## config.mk

```make
export PLATFORM = sky130hd
export DESIGN_NAME = vip_ctrl
export DESIGN_NICKNAME = d
export VERILOG_FILES = /design/src/hw/vip_pkg.sv /design/src/hw/vip_ctrl.sv
export VERILOG_INCLUDE_DIRS = /design/src /design/src/hw
export SDC_FILE = /design/constraint.sdc
export NUM_CORES = 1
export LEC_CHECK = 0
export BUFFER_PORTS_ARGS = -buffer_cell sky130_fd_sc_hd__buf_2
export CAP_MARGIN = 10
export CORE_ASPECT_RATIO = 0.75
export CORE_MARGIN = 2
export CORE_UTILIZATION = 64
export DETAILED_ROUTE_END_ITERATION = 16
export PLACE_DENSITY = 0.95
export SKIP_CTS_REPAIR_TIMING = 1
export SYNTH_ARGS = -nofsm -noshare
export SYNTH_HDL_FRONTEND = slang
export SYNTH_SLANG_ARGS = --single-unit
```

## constraint.sdc

```tcl
create_clock -name i_mclk -period 40.9 [get_ports i_mclk]
set_clock_uncertainty 0.2 [all_clocks]
set_input_delay 8.18 -clock i_mclk [delete_from_list [all_inputs] [get_ports i_mclk]]
set_output_delay 8.18 -clock i_mclk [all_outputs]
set_load 0.02 [all_outputs]
```

## src/hw/vip_consts.svh

```systemverilog
// Behaviour
// - 38 vectored sources across five kinds.
// - Nine maskable event sources.
// - Global plus individual enable gate events.
// - Three-bit priority field per event.
// - Field zero means never serviced.
// - Nonzero field maps to eight plus value.
// - Equal priority ties go to lower rank.
// - Four-byte event vectors from 0080, ranks upward.
// - Fields in bits 2-0 and 6-4.
// - Hardware traps vector from 0004, rank one.
// - Sixteen instruction traps vector into 0040-007F.
// - Seven software interrupts, fixed priority, from 0100.
// - Reset release raises rank zero exception, vector 0000.
// - Vectors are 16-bit values.
// - Boot vector when forced or status nonzero.
// - Idle stops core, enabled interrupt wakes.
// - Power-down ends only by reset or external input.
// - Power-down wake needs enabled level-sensitive input.
`ifndef VIP_CONSTS_SVH
`define VIP_CONSTS_SVH

// ----------------------------------------------------------------
// Register offsets
// ----------------------------------------------------------------
`define VIP_OFF_EN_LO   8'h00
`define VIP_OFF_EN_HI   8'h01
`define VIP_OFF_PRIO0   8'h02
`define VIP_OFF_PRIO5   8'h07
`define VIP_OFF_SWREQ   8'h08
`define VIP_OFF_SWEN    8'h09
`define VIP_OFF_EXTCFG  8'h0A
`define VIP_OFF_PWR     8'h0B
`define VIP_OFF_STAT    8'h0C
`define VIP_OFF_VECLO   8'h0D
`define VIP_OFF_VECHI   8'h0E

// ----------------------------------------------------------------
// Field positions and reset values
// ----------------------------------------------------------------
`define VIP_BIT_GLOBAL  7
`define VIP_FLD_LO_MSB  2
`define VIP_FLD_HI_LSB  4
`define VIP_RST_REG     8'h00

// ----------------------------------------------------------------
// Vector table
// ----------------------------------------------------------------
`define VIP_VEC_RESET   16'h0000
`define VIP_VEC_HWTRAP  16'h0004
`define VIP_VEC_TRAP    16'h0040
`define VIP_VEC_EVENT   16'h0080
`define VIP_VEC_SOFT    16'h0100
`define VIP_PRIO_EXC    4'hF

// ----------------------------------------------------------------
// Timing
// ----------------------------------------------------------------
`define VIP_CLK_MHZ     200
`define VIP_RST_MIN_US  10
`define VIP_RST_MIN_CYC (`VIP_RST_MIN_US * `VIP_CLK_MHZ)

`endif

```

## src/hw/vip_pkg.sv

```systemverilog
package vip_pkg;

  // Register port request from software.
  typedef struct packed {
    logic [7:0] addr;
    logic [7:0] wdata;
    logic       we;
    logic       re;
  } vip_bus_t;

  // Request presented to the core.
  typedef struct packed {
    logic        req;
    logic [3:0]  prio;
    logic [15:0] vector;
  } vip_arb_t;

  // Power state, one-hot.
  typedef enum logic [2:0] {
    VIP_RUN   = 3'b001,
    VIP_IDLE  = 3'b010,
    VIP_PDOWN = 3'b100
  } vip_pwr_t;

endpackage

```

## src/hw/vip_ctrl.sv

```systemverilog
// Strobed register access and the address map were chosen for this implementation.
`timescale 1ns/10ps
`include "vip_consts.svh"

module vip_ctrl
  import vip_pkg::*;
#(
  parameter int N_EVENT = 9,
  parameter int N_SOFT  = 7,
  parameter int N_HWTRP = 5
) (
  input  wire logic              i_mclk,
  input  wire logic              i_resetn,
  input  wire vip_bus_t          i_bus,
  output      logic [7:0]        o_rdata,
  input  wire logic [N_EVENT-1:0] i_event_flag,
  input  wire logic [1:0]        i_ext_pin_n,
  input  wire logic [N_HWTRP-1:0] i_hw_trap,
  input  wire logic              i_trap_req,
  input  wire logic [3:0]        i_trap_num,
  input  wire logic [3:0]        i_core_prio,
  input  wire logic              i_ack,
  input  wire logic              i_boot_force,
  input  wire logic [7:0]        i_flash_status,
  input  wire logic [15:0]       i_boot_vector,
  output      vip_arb_t          o_irq,
  output      logic              o_core_run,
  output      logic              o_osc_stop
);

  // ----------------------------------------------------------------
  // Helper functions
  // ----------------------------------------------------------------

  // Zero keeps a source silent; any other value sits above eight.
  function automatic logic [3:0] eff_prio(input logic [2:0] fld);
    eff_prio = (fld == 3'h0) ? 4'h0 : {1'b1, fld};
  endfunction

  // Four-byte slot arithmetic for every table region.
  function automatic logic [15:0] slot(input logic [15:0] base,
                                      input logic [4:0]  idx);
    slot = base + {9'h000, idx, 2'b00};
  endfunction

  // Event vectors skip the hole between timer 2 and serial port 0.
  function automatic logic [4:0] ev_slot(input int ev);
    ev_slot = (ev < 5) ? 5'(ev) : 5'(ev + 3);
  endfunction

  // ----------------------------------------------------------------
  // Software visible registers
  // ----------------------------------------------------------------
  logic [7:0] enable_reg_low;
  logic [7:0] enable_reg_high;
  logic [7:0] priority_field_reg [0:5];
  logic [7:0] soft_request;
  logic [7:0] soft_enable;
  logic [1:0] ext_level_mode;
  vip_pwr_t   pwr_state;
  vip_pwr_t   next_pwr;

  logic wr_en_lo;
  logic wr_en_hi;
  logic wr_swreq;
  logic wr_swen;
  logic wr_extcfg;
  logic wr_pwr;

  assign wr_en_lo  = i_bus.we && (i_bus.addr == `VIP_OFF_EN_LO);
  assign wr_en_hi  = i_bus.we && (i_bus.addr == `VIP_OFF_EN_HI);
  assign wr_swreq  = i_bus.we && (i_bus.addr == `VIP_OFF_SWREQ);
  assign wr_swen   = i_bus.we && (i_bus.addr == `VIP_OFF_SWEN);
  assign wr_extcfg = i_bus.we && (i_bus.addr == `VIP_OFF_EXTCFG);
  assign wr_pwr    = i_bus.we && (i_bus.addr == `VIP_OFF_PWR);

  // Enable registers; the global bit lives in the low register.
  always_ff @(posedge i_mclk) begin
    if (!i_resetn) begin
      enable_reg_low  <= `VIP_RST_REG;
      enable_reg_high <= `VIP_RST_REG;
    end else begin
      if (wr_en_lo)
        enable_reg_low <= i_bus.wdata;
      if (wr_en_hi)
        enable_reg_high <= {4'h0, i_bus.wdata[3:0]};
    end
  end

  // Priority registers keep only the two three-bit fields.
  always_ff @(posedge i_mclk) begin
    if (!i_resetn) begin
      for (int r = 0; r < 6; r++)
        priority_field_reg[r] <= `VIP_RST_REG;
    end else if (i_bus.we && i_bus.addr >= `VIP_OFF_PRIO0 &&
                 i_bus.addr <= `VIP_OFF_PRIO5) begin
      priority_field_reg[3'(i_bus.addr - `VIP_OFF_PRIO0)] <=
        {1'b0, i_bus.wdata[6:4], 1'b0, i_bus.wdata[2:0]};
    end
  end

  // Software requests are set and cleared only by software.
  always_ff @(posedge i_mclk) begin
    if (!i_resetn) begin
      soft_request <= `VIP_RST_REG;
      soft_enable  <= `VIP_RST_REG;
    end else begin
      if (wr_swreq)
        soft_request <= {i_bus.wdata[7:1], 1'b0};
      if (wr_swen)
        soft_enable <= {i_bus.wdata[7:1], 1'b0};
    end
  end

  // External input trigger type; only level inputs may end power-down.
  always_ff @(posedge i_mclk) begin
    if (!i_resetn)
      ext_level_mode <= 2'h0;
    else if (wr_extcfg)
      ext_level_mode <= i_bus.wdata[1:0];
  end

  // ----------------------------------------------------------------
  // Source gating
  // ----------------------------------------------------------------
  logic [N_EVENT-1:0] ev_enable;
  logic [3:0]         ev_prio [0:N_EVENT-1];

  // Individual enables: five in the low register, four in the high.
  assign ev_enable = {enable_reg_high[3:0], enable_reg_low[4:0]};

  // Field placement: pairs in registers 0, 1, 4, 5; timer 2 alone in 2.
  always_comb begin
    ev_prio[0] = eff_prio(priority_field_reg[0][2:0]);
    ev_prio[1] = eff_prio(priority_field_reg[0][6:4]);
    ev_prio[2] = eff_prio(priority_field_reg[1][2:0]);
    ev_prio[3] = eff_prio(priority_field_reg[1][6:4]);
    ev_prio[4] = eff_prio(priority_field_reg[2][2:0]);
    ev_prio[5] = eff_prio(priority_field_reg[4][2:0]);
    ev_prio[6] = eff_prio(priority_field_reg[4][6:4]);
    ev_prio[7] = eff_prio(priority_field_reg[5][2:0]);
    ev_prio[8] = eff_prio(priority_field_reg[5][6:4]);
  end

  // ----------------------------------------------------------------
  // Exception and trap pending state
  // ----------------------------------------------------------------
  logic               reset_pend;
  logic [N_HWTRP-1:0] hw_pend;
  logic               trap_pend;
  logic [3:0]         trap_num;
  logic               take_reset;
  logic               take_hw;
  logic               take_trap;
  logic [2:0]         hw_sel;
  logic               use_boot;

  // The reset exception is set pending while the reset input is low and offered once it returns high.
  always_ff @(posedge i_mclk) begin
    if (!i_resetn)
      reset_pend <= 1'b1;
    else if (take_reset)
      reset_pend <= 1'b0;
  end

  // Boot selection follows its inputs through reset and while the reset
  // exception is pending, so the very first offer already carries it.
  always_ff @(posedge i_mclk) begin
    if (!i_resetn || reset_pend)
      use_boot <= i_boot_force || (i_flash_status != 8'h00);
  end

  // A trap that lands in the cycle of its own acknowledge stays pending.
  always_ff @(posedge i_mclk) begin
    if (!i_resetn) begin
      hw_pend <= '0;
    end else begin
      for (int t = 0; t < N_HWTRP; t++)
        if (i_hw_trap[t])
          hw_pend[t] <= 1'b1;
        else if (take_hw && hw_sel == 3'(t))
          hw_pend[t] <= 1'b0;
    end
  end

  // One instruction trap at a time; the core cannot issue two at once.
  always_ff @(posedge i_mclk) begin
    if (!i_resetn) begin
      trap_pend <= 1'b0;
      trap_num  <= 4'h0;
    end else if (i_trap_req) begin
      trap_pend <= 1'b1;
      trap_num  <= i_trap_num;
    end else if (take_trap) begin
      trap_pend <= 1'b0;
    end
  end

  // Lowest numbered hardware trap goes first within rank one.
  always_comb begin
    hw_sel = 3'h0;
    for (int t = N_HWTRP - 1; t >= 0; t--)
      if (hw_pend[t])
        hw_sel = 3'(t);
  end

  // ----------------------------------------------------------------
  // Arbitration
  // ----------------------------------------------------------------
  vip_arb_t   next_irq;
  logic       ev_win;
  logic [3:0] best_prio;
  logic [15:0] best_vec;

  // Events then software requests, scanned in rank order; a later
  // candidate wins only on a strictly higher level.
  always_comb begin
    best_prio = i_core_prio;
    best_vec  = 16'h0000;
    ev_win    = 1'b0;
    for (int e = 0; e < N_EVENT; e++) begin
      if (i_event_flag[e] && ev_enable[e] &&
          enable_reg_low[`VIP_BIT_GLOBAL] &&
          ev_prio[e] > best_prio) begin
        best_prio = ev_prio[e];
        best_vec  = slot(`VIP_VEC_EVENT, ev_slot(e));
        ev_win    = 1'b1;
      end
    end
    for (int s = 1; s <= N_SOFT; s++) begin
      if (soft_request[s] && soft_enable[s] &&
          4'(s) > best_prio) begin
        best_prio = 4'(s);
        best_vec  = slot(`VIP_VEC_SOFT, 5'(s - 1));
        ev_win    = 1'b1;
      end
    end
  end

  // Exceptions outrank everything and ignore the core's level.
  // An acknowledge clears an exception only while that one is on show.
  always_comb begin
    take_reset    = 1'b0;
    take_hw       = 1'b0;
    take_trap     = 1'b0;
    next_irq.req  = 1'b1;
    next_irq.prio = `VIP_PRIO_EXC;
    if (reset_pend) begin
      next_irq.vector = use_boot ? i_boot_vector : `VIP_VEC_RESET;
      take_reset      = i_ack && o_irq.req && (o_irq.vector == next_irq.vector);
    end else if (|hw_pend) begin
      next_irq.vector = slot(`VIP_VEC_HWTRAP, {2'b00, hw_sel});
      take_hw         = i_ack && o_irq.req && (o_irq.vector == next_irq.vector);
    end else if (trap_pend) begin
      next_irq.vector = slot(`VIP_VEC_TRAP, {1'b0, trap_num});
      take_trap       = i_ack && o_irq.req && (o_irq.vector == next_irq.vector);
    end else begin
      next_irq.req    = ev_win;
      next_irq.prio   = ev_win ? best_prio : 4'h0;
      next_irq.vector = best_vec;
    end
  end

  // The acknowledge blanks one cycle so a taken exception is never seen twice.
  always_ff @(posedge i_mclk) begin
    if (!i_resetn) begin
      o_irq <= '0;
    end else begin
      o_irq <= '{next_irq.req && !i_ack, next_irq.prio, next_irq.vector};
    end
  end

  // ----------------------------------------------------------------
  // Power reduction
  // ----------------------------------------------------------------
  logic       pd_wake;
  logic [1:0] ext_wake;

  // Only an enabled, level-sensitive external input low can wake.
  assign ext_wake = ~i_ext_pin_n & ext_level_mode &
                    {enable_reg_low[2], enable_reg_low[0]};
  assign pd_wake  = |ext_wake && enable_reg_low[`VIP_BIT_GLOBAL];

  // Mode entry by software; idle leaves on any forwarded request,
  // power-down only on the external level. Reset also ends both.
  always_comb begin
    next_pwr = pwr_state;
    unique case (pwr_state)
      VIP_RUN: begin
        if (wr_pwr && i_bus.wdata[1])
          next_pwr = VIP_PDOWN;
        else if (wr_pwr && i_bus.wdata[0])
          next_pwr = VIP_IDLE;
      end
      VIP_IDLE: begin
        if (next_irq.req)
          next_pwr = VIP_RUN;
      end
      VIP_PDOWN: begin
        if (pd_wake)
          next_pwr = VIP_RUN;
      end
      default: next_pwr = VIP_RUN;
    endcase
  end

  // A level input is needed because the clock is gone in power-down and
  // the wake condition must still be present when it returns.
  always_ff @(posedge i_mclk) begin
    if (!i_resetn) begin
      pwr_state  <= VIP_RUN;
      o_core_run <= 1'b1;
      o_osc_stop <= 1'b0;
    end else begin
      pwr_state  <= next_pwr;
      o_core_run <= (next_pwr == VIP_RUN);
      o_osc_stop <= (next_pwr == VIP_PDOWN);
    end
  end

  // ----------------------------------------------------------------
  // Read port
  // ----------------------------------------------------------------
  logic [7:0] next_rdata;

  // Unmapped reads return zero; data is valid only in the next cycle.
  always_comb begin
    next_rdata = 8'h00;
    if (i_bus.re) begin
      unique case (i_bus.addr)
        `VIP_OFF_EN_LO:  next_rdata = enable_reg_low;
        `VIP_OFF_EN_HI:  next_rdata = enable_reg_high;
        `VIP_OFF_SWREQ:  next_rdata = soft_request;
        `VIP_OFF_SWEN:   next_rdata = soft_enable;
        `VIP_OFF_EXTCFG: next_rdata = {6'h00, ext_level_mode};
        `VIP_OFF_PWR:    next_rdata = {5'h00, pwr_state};
        `VIP_OFF_STAT:   next_rdata = {o_irq.req, reset_pend,
                                       trap_pend, |hw_pend, o_irq.prio};
        `VIP_OFF_VECLO:  next_rdata = o_irq.vector[7:0];
        `VIP_OFF_VECHI:  next_rdata = o_irq.vector[15:8];
        default: begin
          if (i_bus.addr >= `VIP_OFF_PRIO0 && i_bus.addr <= `VIP_OFF_PRIO5)
            next_rdata = priority_field_reg[3'(i_bus.addr - `VIP_OFF_PRIO0)];
        end
      endcase
    end
  end

  // Read data stands for exactly one cycle.
  always_ff @(posedge i_mclk) begin
    if (!i_resetn)
      o_rdata <= 8'h00;
    else
      o_rdata <= next_rdata;
  end

endmodule // vip_ctrl

```

==> metrics.txt, run 1 <==
Worst setup SP type=input port; max cap viols=0; row count=35; RSZ-0062 raised after global routing=no; CTS tree=yes; CP Capture Type=flip-flop; sequential-to-total area share from yosys stat=33.8%; Crit Path Class=input port to flip-flop; Slowest-stage cell, CP=a311oi_4; Pre-antenna DRT Iters=11; Pins Over Slew Limit=0; total negative slack=0 ns; pwr dens=35.3 mW/mm²; Peak supply drop=0.0000332 V; CP Data Required Time=41.01 ns; Synth top area share=17.9%; area leader, netlist=dfxtp_1; Starting Density=66.0%; Hold Fails Final Rpt=0; asr flop ratio synth=0%; post-route ant nets=0; Synth area leaders=dfxtp_1, edfxtp_1, a21oi_1, ha_1, nand2_1; fin nets=1159; max reg flops=42; Worst Max-Slew Pin Slew=1.03 ns; slew margin rel.=30.9%; Hold Path Depth=2; drt initial violations=1734; Power, Total=0.000331 W; synthesized flop and latch total=116; diode count=0; Mapped Cells=972; remaining global-route overflow=0; detailed placement HPWL=19400 µm; Max Fanout on Critical Path=11; Syn-to-layout area delta=15.0%; Unique masters post-synth=90; Clock transition at path regs=0.06 ns; Yosys Warn Count=0; Main synth FF type=dfxtp_1; vias per cell=7.03; Core ar.=0.0123 mm²; Port Buffers=101; post-layout min period=24.71 ns; maximum root-to-sink buffer count=2; via count=8697; Worst Reg-to-Reg Cells=75; CTS buffer count=17; fin crit share=60.4%; drt wl/cell=21.9 µm; share of cells above drive strength 1=16.9%; endpoints failing setup=0; H-tree Lvls=4; Crit path largest cell delay=0.52 ns; die height=102 µm; design area=0.00937 mm²; initial antenna violation count=0; Worst path most repeated cell=ha_1; placer's final routability congestion estimate=1.02; Worst-Skew Late Latency=0.43 ns; vias in the first global route=7935; Worst Path Arrival=24.82 ns; Syn Std Cell Area=0.00815 mm²; Total Wirelength=27100 µm; DRC viols=0; largest net degree at the start of global routing=47; GR Util All Layers=40.2%; die width=134 µm; Placement Cell Area=0.00875 mm²; syn_area_per_cell=8.38 µm²; first-pass GRT wire length=42400 µm; worst min path class=flip-flop to flip-flop; die area=0.0137 mm²; Pleak=3.66 nW; fmax=0.0405 GHz; IO Pins=102; Root Driver=clkbuf_16; status=finished clean; CTS sink cnt=116; EDFF count, synth=43
==> critical path: cells and delay by family <==
| family | cells | cell delay (ns) |
|---|---|---|
| compound gates | 35 | 8.18 |
| simple gates | 22 | 3.43 |
| fa+ha+maj | 9 | 2.80 |
| mux | 5 | 1.62 |
| buf+inv | 6 | 0.55 |
==> routing by layer <==
layer / up-vias / wire, µm / GRT usage, %
li1: 3781 / - / -
met1: 3970 / 10400 / 57.1
met2: 803 / 11000 / 57.2
met3: 143 / 4620 / 14.2
met4: 0 / 1060 / 13.4
met5: - / 0 / 0
==> area by class of cell <==
type | count | area [µm²]
multi-input cells | 773 | 5090
fillers | 854 | 2980
flip-flops and latches | 116 | 2750
repair buffers | 105 | 536
clock buffers | 22 | 490
well taps | 166 | 208
inverters | 45 | 169
clock inverters | 10 | 123
==> kinds of logic (layout without fill, tap and decap cells) <==
logic type      count (synthesis)  in the layout  synth area share [%]
flops                         116            116                  33.8
simple gates                  406            406                  25.4
other cells                     1              6                0.0460
mux                            37             37                  6.04
fa+ha+maj                      31             31                  4.73
xor+xnor                       21             21                  2.26
compound gates                272            272                  23.6
buf+inv                        88            182                  4.07
==> where the power goes <==
group          total [W]  internal, W  switching, W
Combinational  0.0000459    0.0000176     0.0000283
Clock           0.000155    0.0000979     0.0000568
Sequential      0.000130     0.000124    0.00000656
==> cells in the mapped netlist (14+ instances only) <==
cell      instances
a21oi_1          75
a22oi_1          17
and2_1           56
clkbuf_1         37
dfxtp_1          73
edfxtp_1         43
ha_1             30
inv_1            45
mux2i_1          21
nand2_1         100
nand3_1          59
nor2_1           67
nor2b_1          14
nor3_1           27
o21ai_0          51
xnor2_1          15
==> cell usage in the layout (no fill, tap or decap), types with 11 or more instances in the layout <==
cell / n
buf_2: 101
nand2b_1: 12
o22ai_1: 11
nor2b_1: 14
clkbuf_16: 19
ha_1: 30
dfxtp_1: 73
nand3_1: 59
nor2_1: 67
o21ai_0: 51
and2_1: 56
a22oi_1: 17
nand4_1: 12
inv_1: 45
mux2i_1: 21
xnor2_1: 15
edfxtp_1: 43
nor3_1: 27
a21oi_1: 75
nand2_1: 100
==> stage by stage <==
step	setup slack (ns)	utilization (%)	hold WS, ns	instances
after global routing	14.81	75.8	0.290	1237
final	16.19	75.8	0.268	1237
after CTS	16.56	75.8	0.262	1237
after global placement	16.96	70.9	0.242	1205
after detailed placement	16.23	70.9	0.248	1205
after floorplan	18.27	-	0.236	977
==> path summary, 6_finish.rpt <==
kind	slack [ns]	endpoint	startpoint
hold reg to reg	0.27	enable_reg_low[6]$_SDFFE_PN0P_	enable_reg_low[6]$_SDFFE_PN0P_
hold / removal	0.27	enable_reg_low[6]$_SDFFE_PN0P_	enable_reg_low[6]$_SDFFE_PN0P_
setup / recovery	16.19	o_irq[16]$_SDFF_PN0_	i_core_prio[1]
setup reg to reg	23.23	o_irq[16]$_SDFF_PN0_	priority_field_reg[0][1]$_SDFFCE_PN0P_
Power figures use the tool's default switching activity.
==> run 2: changes to the inputs <==
--- a/config.mk
+++ b/config.mk
@@ -10,9 +10,9 @@
 export CAP_MARGIN = 10
 export CORE_ASPECT_RATIO = 0.75
 export CORE_MARGIN = 2
-export CORE_UTILIZATION = 64
+export CORE_UTILIZATION = 54
 export DETAILED_ROUTE_END_ITERATION = 16
-export PLACE_DENSITY = 0.95
+export PLACE_DENSITY = 0.89
 export SKIP_CTS_REPAIR_TIMING = 1
 export SYNTH_ARGS = -nofsm -noshare
 export SYNTH_HDL_FRONTEND = slang
==> constraint.sdc (replaced) <==
create_clock -name i_mclk -period 19.9 [get_ports i_mclk]
set_clock_uncertainty 0.2 [all_clocks]
set_input_delay 3.98 -clock i_mclk [delete_from_list [all_inputs] [get_ports i_mclk]]
set_output_delay 3.98 -clock i_mclk [all_outputs]
set_load 0.02 [all_outputs]
==> run 2 against run 1 <==
Cell count is 4.0% higher. Via count decreased by 1.6%. Largest cell class unchanged. Sequential cell count is the same. First-iteration DRC count decreased by 8.1%.
==> metrics.txt, run 2 (synthesis gave the netlist of run 1 again) <==
vias in the first global route=7598; P_sw=0.000187 W; Worst setup SP type=input port; most common cell after layout, fill and taps aside=buf_2; vias per cell=6.65; Max Fanout on Critical Path=11; placer's final routability congestion estimate=1.01; GR Util All Layers=32.2%; Slowest-stage cell, CP=a21oi_1; drt wl/cell=20.7 µm; # fillers=1085; Power, Total=0.000663 W; CTS sink cnt=116; share of cells above drive strength 1=20.1%; Crit Path Class=input port to flip-flop; diode count=0; total negative slack=0 ns; Core ar.=0.0146 mm²; largest net degree at the start of global routing=47; H-tree Lvls=4; met2 Usage GRT=46.0%; CTS buffer count=17; die area=0.0161 mm²; Worst path most repeated cell=ha_1; Crit path largest cell delay=0.49 ns; Clock transition at path regs=0.06 ns; final worst slack=0.935 ns; Hold Fails Final Rpt=0; fin nets=1175; part of the power in combinational logic=14.6%; commonest non-fill, non-tap cells in the layout=buf_2, nand2_1, dfxtp_1; IO Pins=102; non-filler instance count after layout=1287; Worst Reg-to-Reg Cells=71; fmax=0.0527 GHz; DP Worst Slack=-0.422 ns; worst reg-to-reg setup slack=3.68 ns; via count=8558; Starting Density=55.8%; Worst Max-Slew Pin Slew=1.12 ns; die height=110 µm; Critical R2R Launch=priority_field_reg[0][1]$_SDFFCE_PN0P_; slew margin rel.=25.1%; worst min path class=flip-flop to flip-flop; post-route ant nets=0; DRC viols=0; Switching Share=28.2%; Pre-antenna DRT Iters=7; reg-to-reg endpoint=o_irq[17]$_SDFF_PN0_; max cap viols=0; Setup crit end=o_irq[17]$_SDFF_PN0_; endpoints failing setup=0; initial antenna violation count=2; placed cell count=1241; first-pass GRT wire length=40600 µm; Worst Path Arrival=19.08 ns; status=finished clean; GRT met3 Usage=11.1%; total internal power=0.000476 W; Worst-Skew Late Latency=0.42 ns; GR peak layer=met2; Root Driver=clkbuf_16; maximum root-to-sink buffer count=2; Critical Path Source=i_core_prio[3]; detailed placement HPWL=19300 µm; die width=146 µm; CP Capture Type=flip-flop; Clock Power Share=45.1%; drt initial violations=1593; Pleak=3.74 nW; row count=38; Total Wirelength=26700 µm; remaining global-route overflow=0; Peak supply drop=0.0000542 V; CTS tree=yes; Port Buffers=101; met1 GRT Util=45.3%; Reg power frac=40.3%; max reg flops=42; CP Data Required Time=20.02 ns; post-layout min period=18.96 ns; pwr dens=69.1 mW/mm²; fin crit share=95.3%; Syn-to-layout area delta=17.9%; Pins Over Slew Limit=0; Placement Cell Area=0.00881 mm²; design area=0.00961 mm²
run 2: cell count changes in the layout (fill, tap and decap cells not counted), moves of 3 or more:
cell	previous run	this run
o21ai_0	51	48
a21oi_1	75	68
o21ai_2	1	4
a21oi_2	1	7
buf_4	4	20
run 2: routing by layer:
| metal | part of all wire (%) | wire length [µm] | vias to the layer above |
|---|---|---|---|
| met5 | 0.12 | 33 | - |
| met4 | 3.7 | 999 | 4 |
| met3 | 16 | 4190 | 112 |
| met2 | 41 | 11000 | 705 |
| met1 | 39 | 10400 | 3924 |
| li1 | - | - | 3813 |
run 2: final cells by class:
| class | instances | area (µm²) | area share [%] |
|---|---|---|---|
| Clock buffer | 21 | 475 | 4.95 |
| Timing Repair Buffer | 121 | 656 | 6.82 |
| Tap cell | 200 | 250 | 2.60 |
| Multi-Input combinational cell | 773 | 5210 | 54.2 |
| Sequential cell | 116 | 2750 | 28.6 |
| Clock inverter | 11 | 98.8 | 1.03 |
| Inverter | 45 | 169 | 1.76 |
run 2: power by group through the flow:
stage	clock network [W]	registers (W)	logic [W]
global route	0.000307	0.000268	0.000105
finish	0.000299	0.000267	0.0000971
global placement	0	0.000271	0.0000879
CTS	0.000297	0.000266	0.0000911
floorplan	0	0.000268	0.0000627
detailed placement	0	0.000271	0.0000902
run 2: worst max-delay path, delay by kind of cell:
| kind | cells | cell delay [ns] |
|---|---|---|
| AOI/OAI and AO/OA | 32 | 6.61 |
| buffers and inverters | 5 | 0.48 |
| adders and majority gates | 9 | 3.14 |
| muxes | 4 | 1.34 |
| and+or+nand+nor | 22 | 3.49 |
run 2: worst min path at each step:
| stage | startpoint | end | cells after the start |
|---|---|---|---|
| 2_1_floorplan | enable_reg_low[6]$_SDFFE_PN0P_ | enable_reg_low[6]$_SDFFE_PN0P_ | 2 |
| 3_3_place_gp | enable_reg_low[6]$_SDFFE_PN0P_ | enable_reg_low[6]$_SDFFE_PN0P_ | 2 |
| 3_5_place_dp | enable_reg_low[6]$_SDFFE_PN0P_ | enable_reg_low[6]$_SDFFE_PN0P_ | 2 |
| 4_1_cts | enable_reg_low[6]$_SDFFE_PN0P_ | enable_reg_low[6]$_SDFFE_PN0P_ | 2 |
| 5_1_grt | enable_reg_low[5]$_SDFFE_PN0P_ | enable_reg_low[5]$_SDFFE_PN0P_ | 2 |
| 6_report | enable_reg_low[5]$_SDFFE_PN0P_ | enable_reg_low[5]$_SDFFE_PN0P_ | 2 |
run 2: through the flow:
step,hold slack [ns],utilization (%)
2_1_floorplan,0.236,-
3_3_place_gp,0.243,60.4
3_5_place_dp,0.247,60.4
4_1_cts,0.254,64.3
5_1_grt,0.273,65.8
6_report,0.256,65.8
==> run 3: changes to the inputs <==
==> constraint.sdc (replaced) <==
create_clock -name i_mclk -period 19.9 [get_ports i_mclk]
set_clock_uncertainty 0.2 [all_clocks]
set_input_delay 0 -clock i_mclk [delete_from_list [all_inputs] [get_ports i_mclk]]
set_output_delay 0 -clock i_mclk [all_outputs]
set_load 0.02 [all_outputs]
==> run 3 against run 2 <==
Combinational power up 6%. Largest power group unchanged. Routed wire length up 6.8%. Sequential power about the same. Global-route usage up 0.34 points. Final area up 2.9%. Total power up 1.5%. Clock power up 1%. Count of clock-buffer cells in the layout down 4. Non-clock buffer count up 35.
==> metrics.txt, run 3 (synthesis gave the netlist of run 1 again) <==
vias in the first global route=7714; Critical Path Source=priority_field_reg[0][1]$_SDFFCE_PN0P_; Switching Share=28.6%; Worst Max-Slew Pin Slew=1.23 ns; CP Capture Type=flip-flop; min-delay src=i_bus[13]; CTS sink cnt=116; GR Util All Layers=32.6%; Crit path largest cell delay=0.55 ns; drt initial violations=1860; CTS tree=yes; RSZ-0062 raised after global routing=no; Worst Reg-to-Reg Cells=76; total internal power=0.000481 W; reg-to-reg endpoint=o_irq[16]$_SDFF_PN0_; final worst slack=2.53 ns; cell family with most CP delay=compound AO/OA/AOI/OAI gates; Hold Fails Final Rpt=0; post-route ant nets=0; max cap viols=0; die width=146 µm; Buffers & Inverters on Critical Path=4; P_sw=0.000192 W; share of cells above drive strength 1=16.4%; Power, Total=0.000673 W; initial antenna violation count=1; Max Fanout on Critical Path=11; DP Worst Slack=2.96 ns; Clock Power Share=44.9%; die area=0.0161 mm²; non-filler instance count after layout=1322; Reg power frac=39.8%; Pins Over Slew Limit=0; vias per cell=6.69; CP Data Required Time=20.02 ns; die height=110 µm; Syn-to-layout area delta=21.4%; via count=8838; detailed placement HPWL=19800 µm; worst min path class=input port to flip-flop; post-layout min period=17.37 ns; Worst Path Arrival=17.48 ns; Worst path most repeated cell=ha_1; total negative slack=0 ns; Starting Density=55.8%; drt wl/cell=21.6 µm; remaining global-route overflow=0; worst reg-to-reg setup slack=2.53 ns; fmax=0.0576 GHz; Total Wirelength=28500 µm; Slowest-stage cell, CP=a311oi_4; pwr dens=68.1 mW/mm²; part of the power in combinational logic=15.2%; fin crit share=87.3%; Critical R2R Launch=priority_field_reg[0][1]$_SDFFCE_PN0P_; Setup crit end=o_irq[16]$_SDFF_PN0_; Pre-antenna DRT Iters=7; largest net degree at the start of global routing=48; endpoints failing setup=0; Port Buffers=101; IO Pins=102; maximum root-to-sink buffer count=2; max reg flops=42; critical path depth=76; fin nets=1210; DRC viols=0; Root Driver=clkbuf_16; CTS buffer count=17; placed cell count=1240; diode count=0; Crit Path Class=flip-flop to flip-flop; H-tree Lvls=4; Worst setup SP type=flip-flop; most common cell after layout, fill and taps aside=buf_2; placer's final routability congestion estimate=1.03; Pleak=3.84 nW; first-pass GRT wire length=40600 µm; slew margin rel.=17.2%; row count=38; Worst-Skew Late Latency=0.42 ns; final core occ=67.7%; commonest non-fill, non-tap cells in the layout=buf_2, nand2_1, a21oi_1; Peak supply drop=0.0000607 V; Core ar.=0.0146 mm²; status=finished clean; Clock transition at path regs=0.06 ns
## run 3: tightest hold or removal path: stages
cell	delay [ns]
buf_2	0.13
nand2_1	0.06
nand2_1	0.05
nand3_1	0.27
a31oi_1	0.08
## run 3: worst min path at each step
stage	to	slack, ns	depth (start not counted)
global route	o_rdata[7]$_SDFF_PN0_	0.07	5
detailed placement	o_irq[20]$_SDFF_PN0_	0.004	2
CTS	o_irq[20]$_SDFF_PN0_	-0.43	2
global placement	o_irq[20]$_SDFF_PN0_	0.004	2
finish	o_rdata[3]$_SDFF_PN0_	0.02	5
floorplan	o_irq[20]$_SDFF_PN0_	-0.12	1
## run 3: layout make-up
type                            instances  area (µm²)
Tap cell                              200         250
Clock buffer                           17         425
Timing Repair Buffer                  156        1040
Sequential cell                       116        2750
Multi-Input combinational cell        773        5090
Inverter                               45         169
Fill cell                            1070        4710
Clock inverter                         15         159
## run 3: metrics by stage
stage          cell area, µm²  hold slack, ns
3_3_place_gp             8800         0.00415
5_1_grt                  9890          0.0702
3_5_place_dp             8800         0.00437
4_1_cts                  9390          -0.427
6_report                 9890          0.0216
2_1_floorplan            8170          -0.123
## run 3: power by group through the flow
stage / logic, W / clock network (W) / registers (W)
finish: 0.000103 / 0.000303 / 0.000268
global route: 0.000111 / 0.000311 / 0.000268
global placement: 0.0000882 / 0 / 0.000271
CTS: 0.0000907 / 0.000299 / 0.000267
floorplan: 0.0000627 / 0 / 0.000268
detailed placement: 0.0000898 / 0 / 0.000271
## run 3: metal layers
metal | track usage [%] | share of wire, % | wire [µm]
met5 | 0 | 0.042 | 12
met4 | 10.1 | 3.8 | 1100
met3 | 12.1 | 16 | 4700
met2 | 48.2 | 42 | 12000
met1 | 44.5 | 38 | 10700
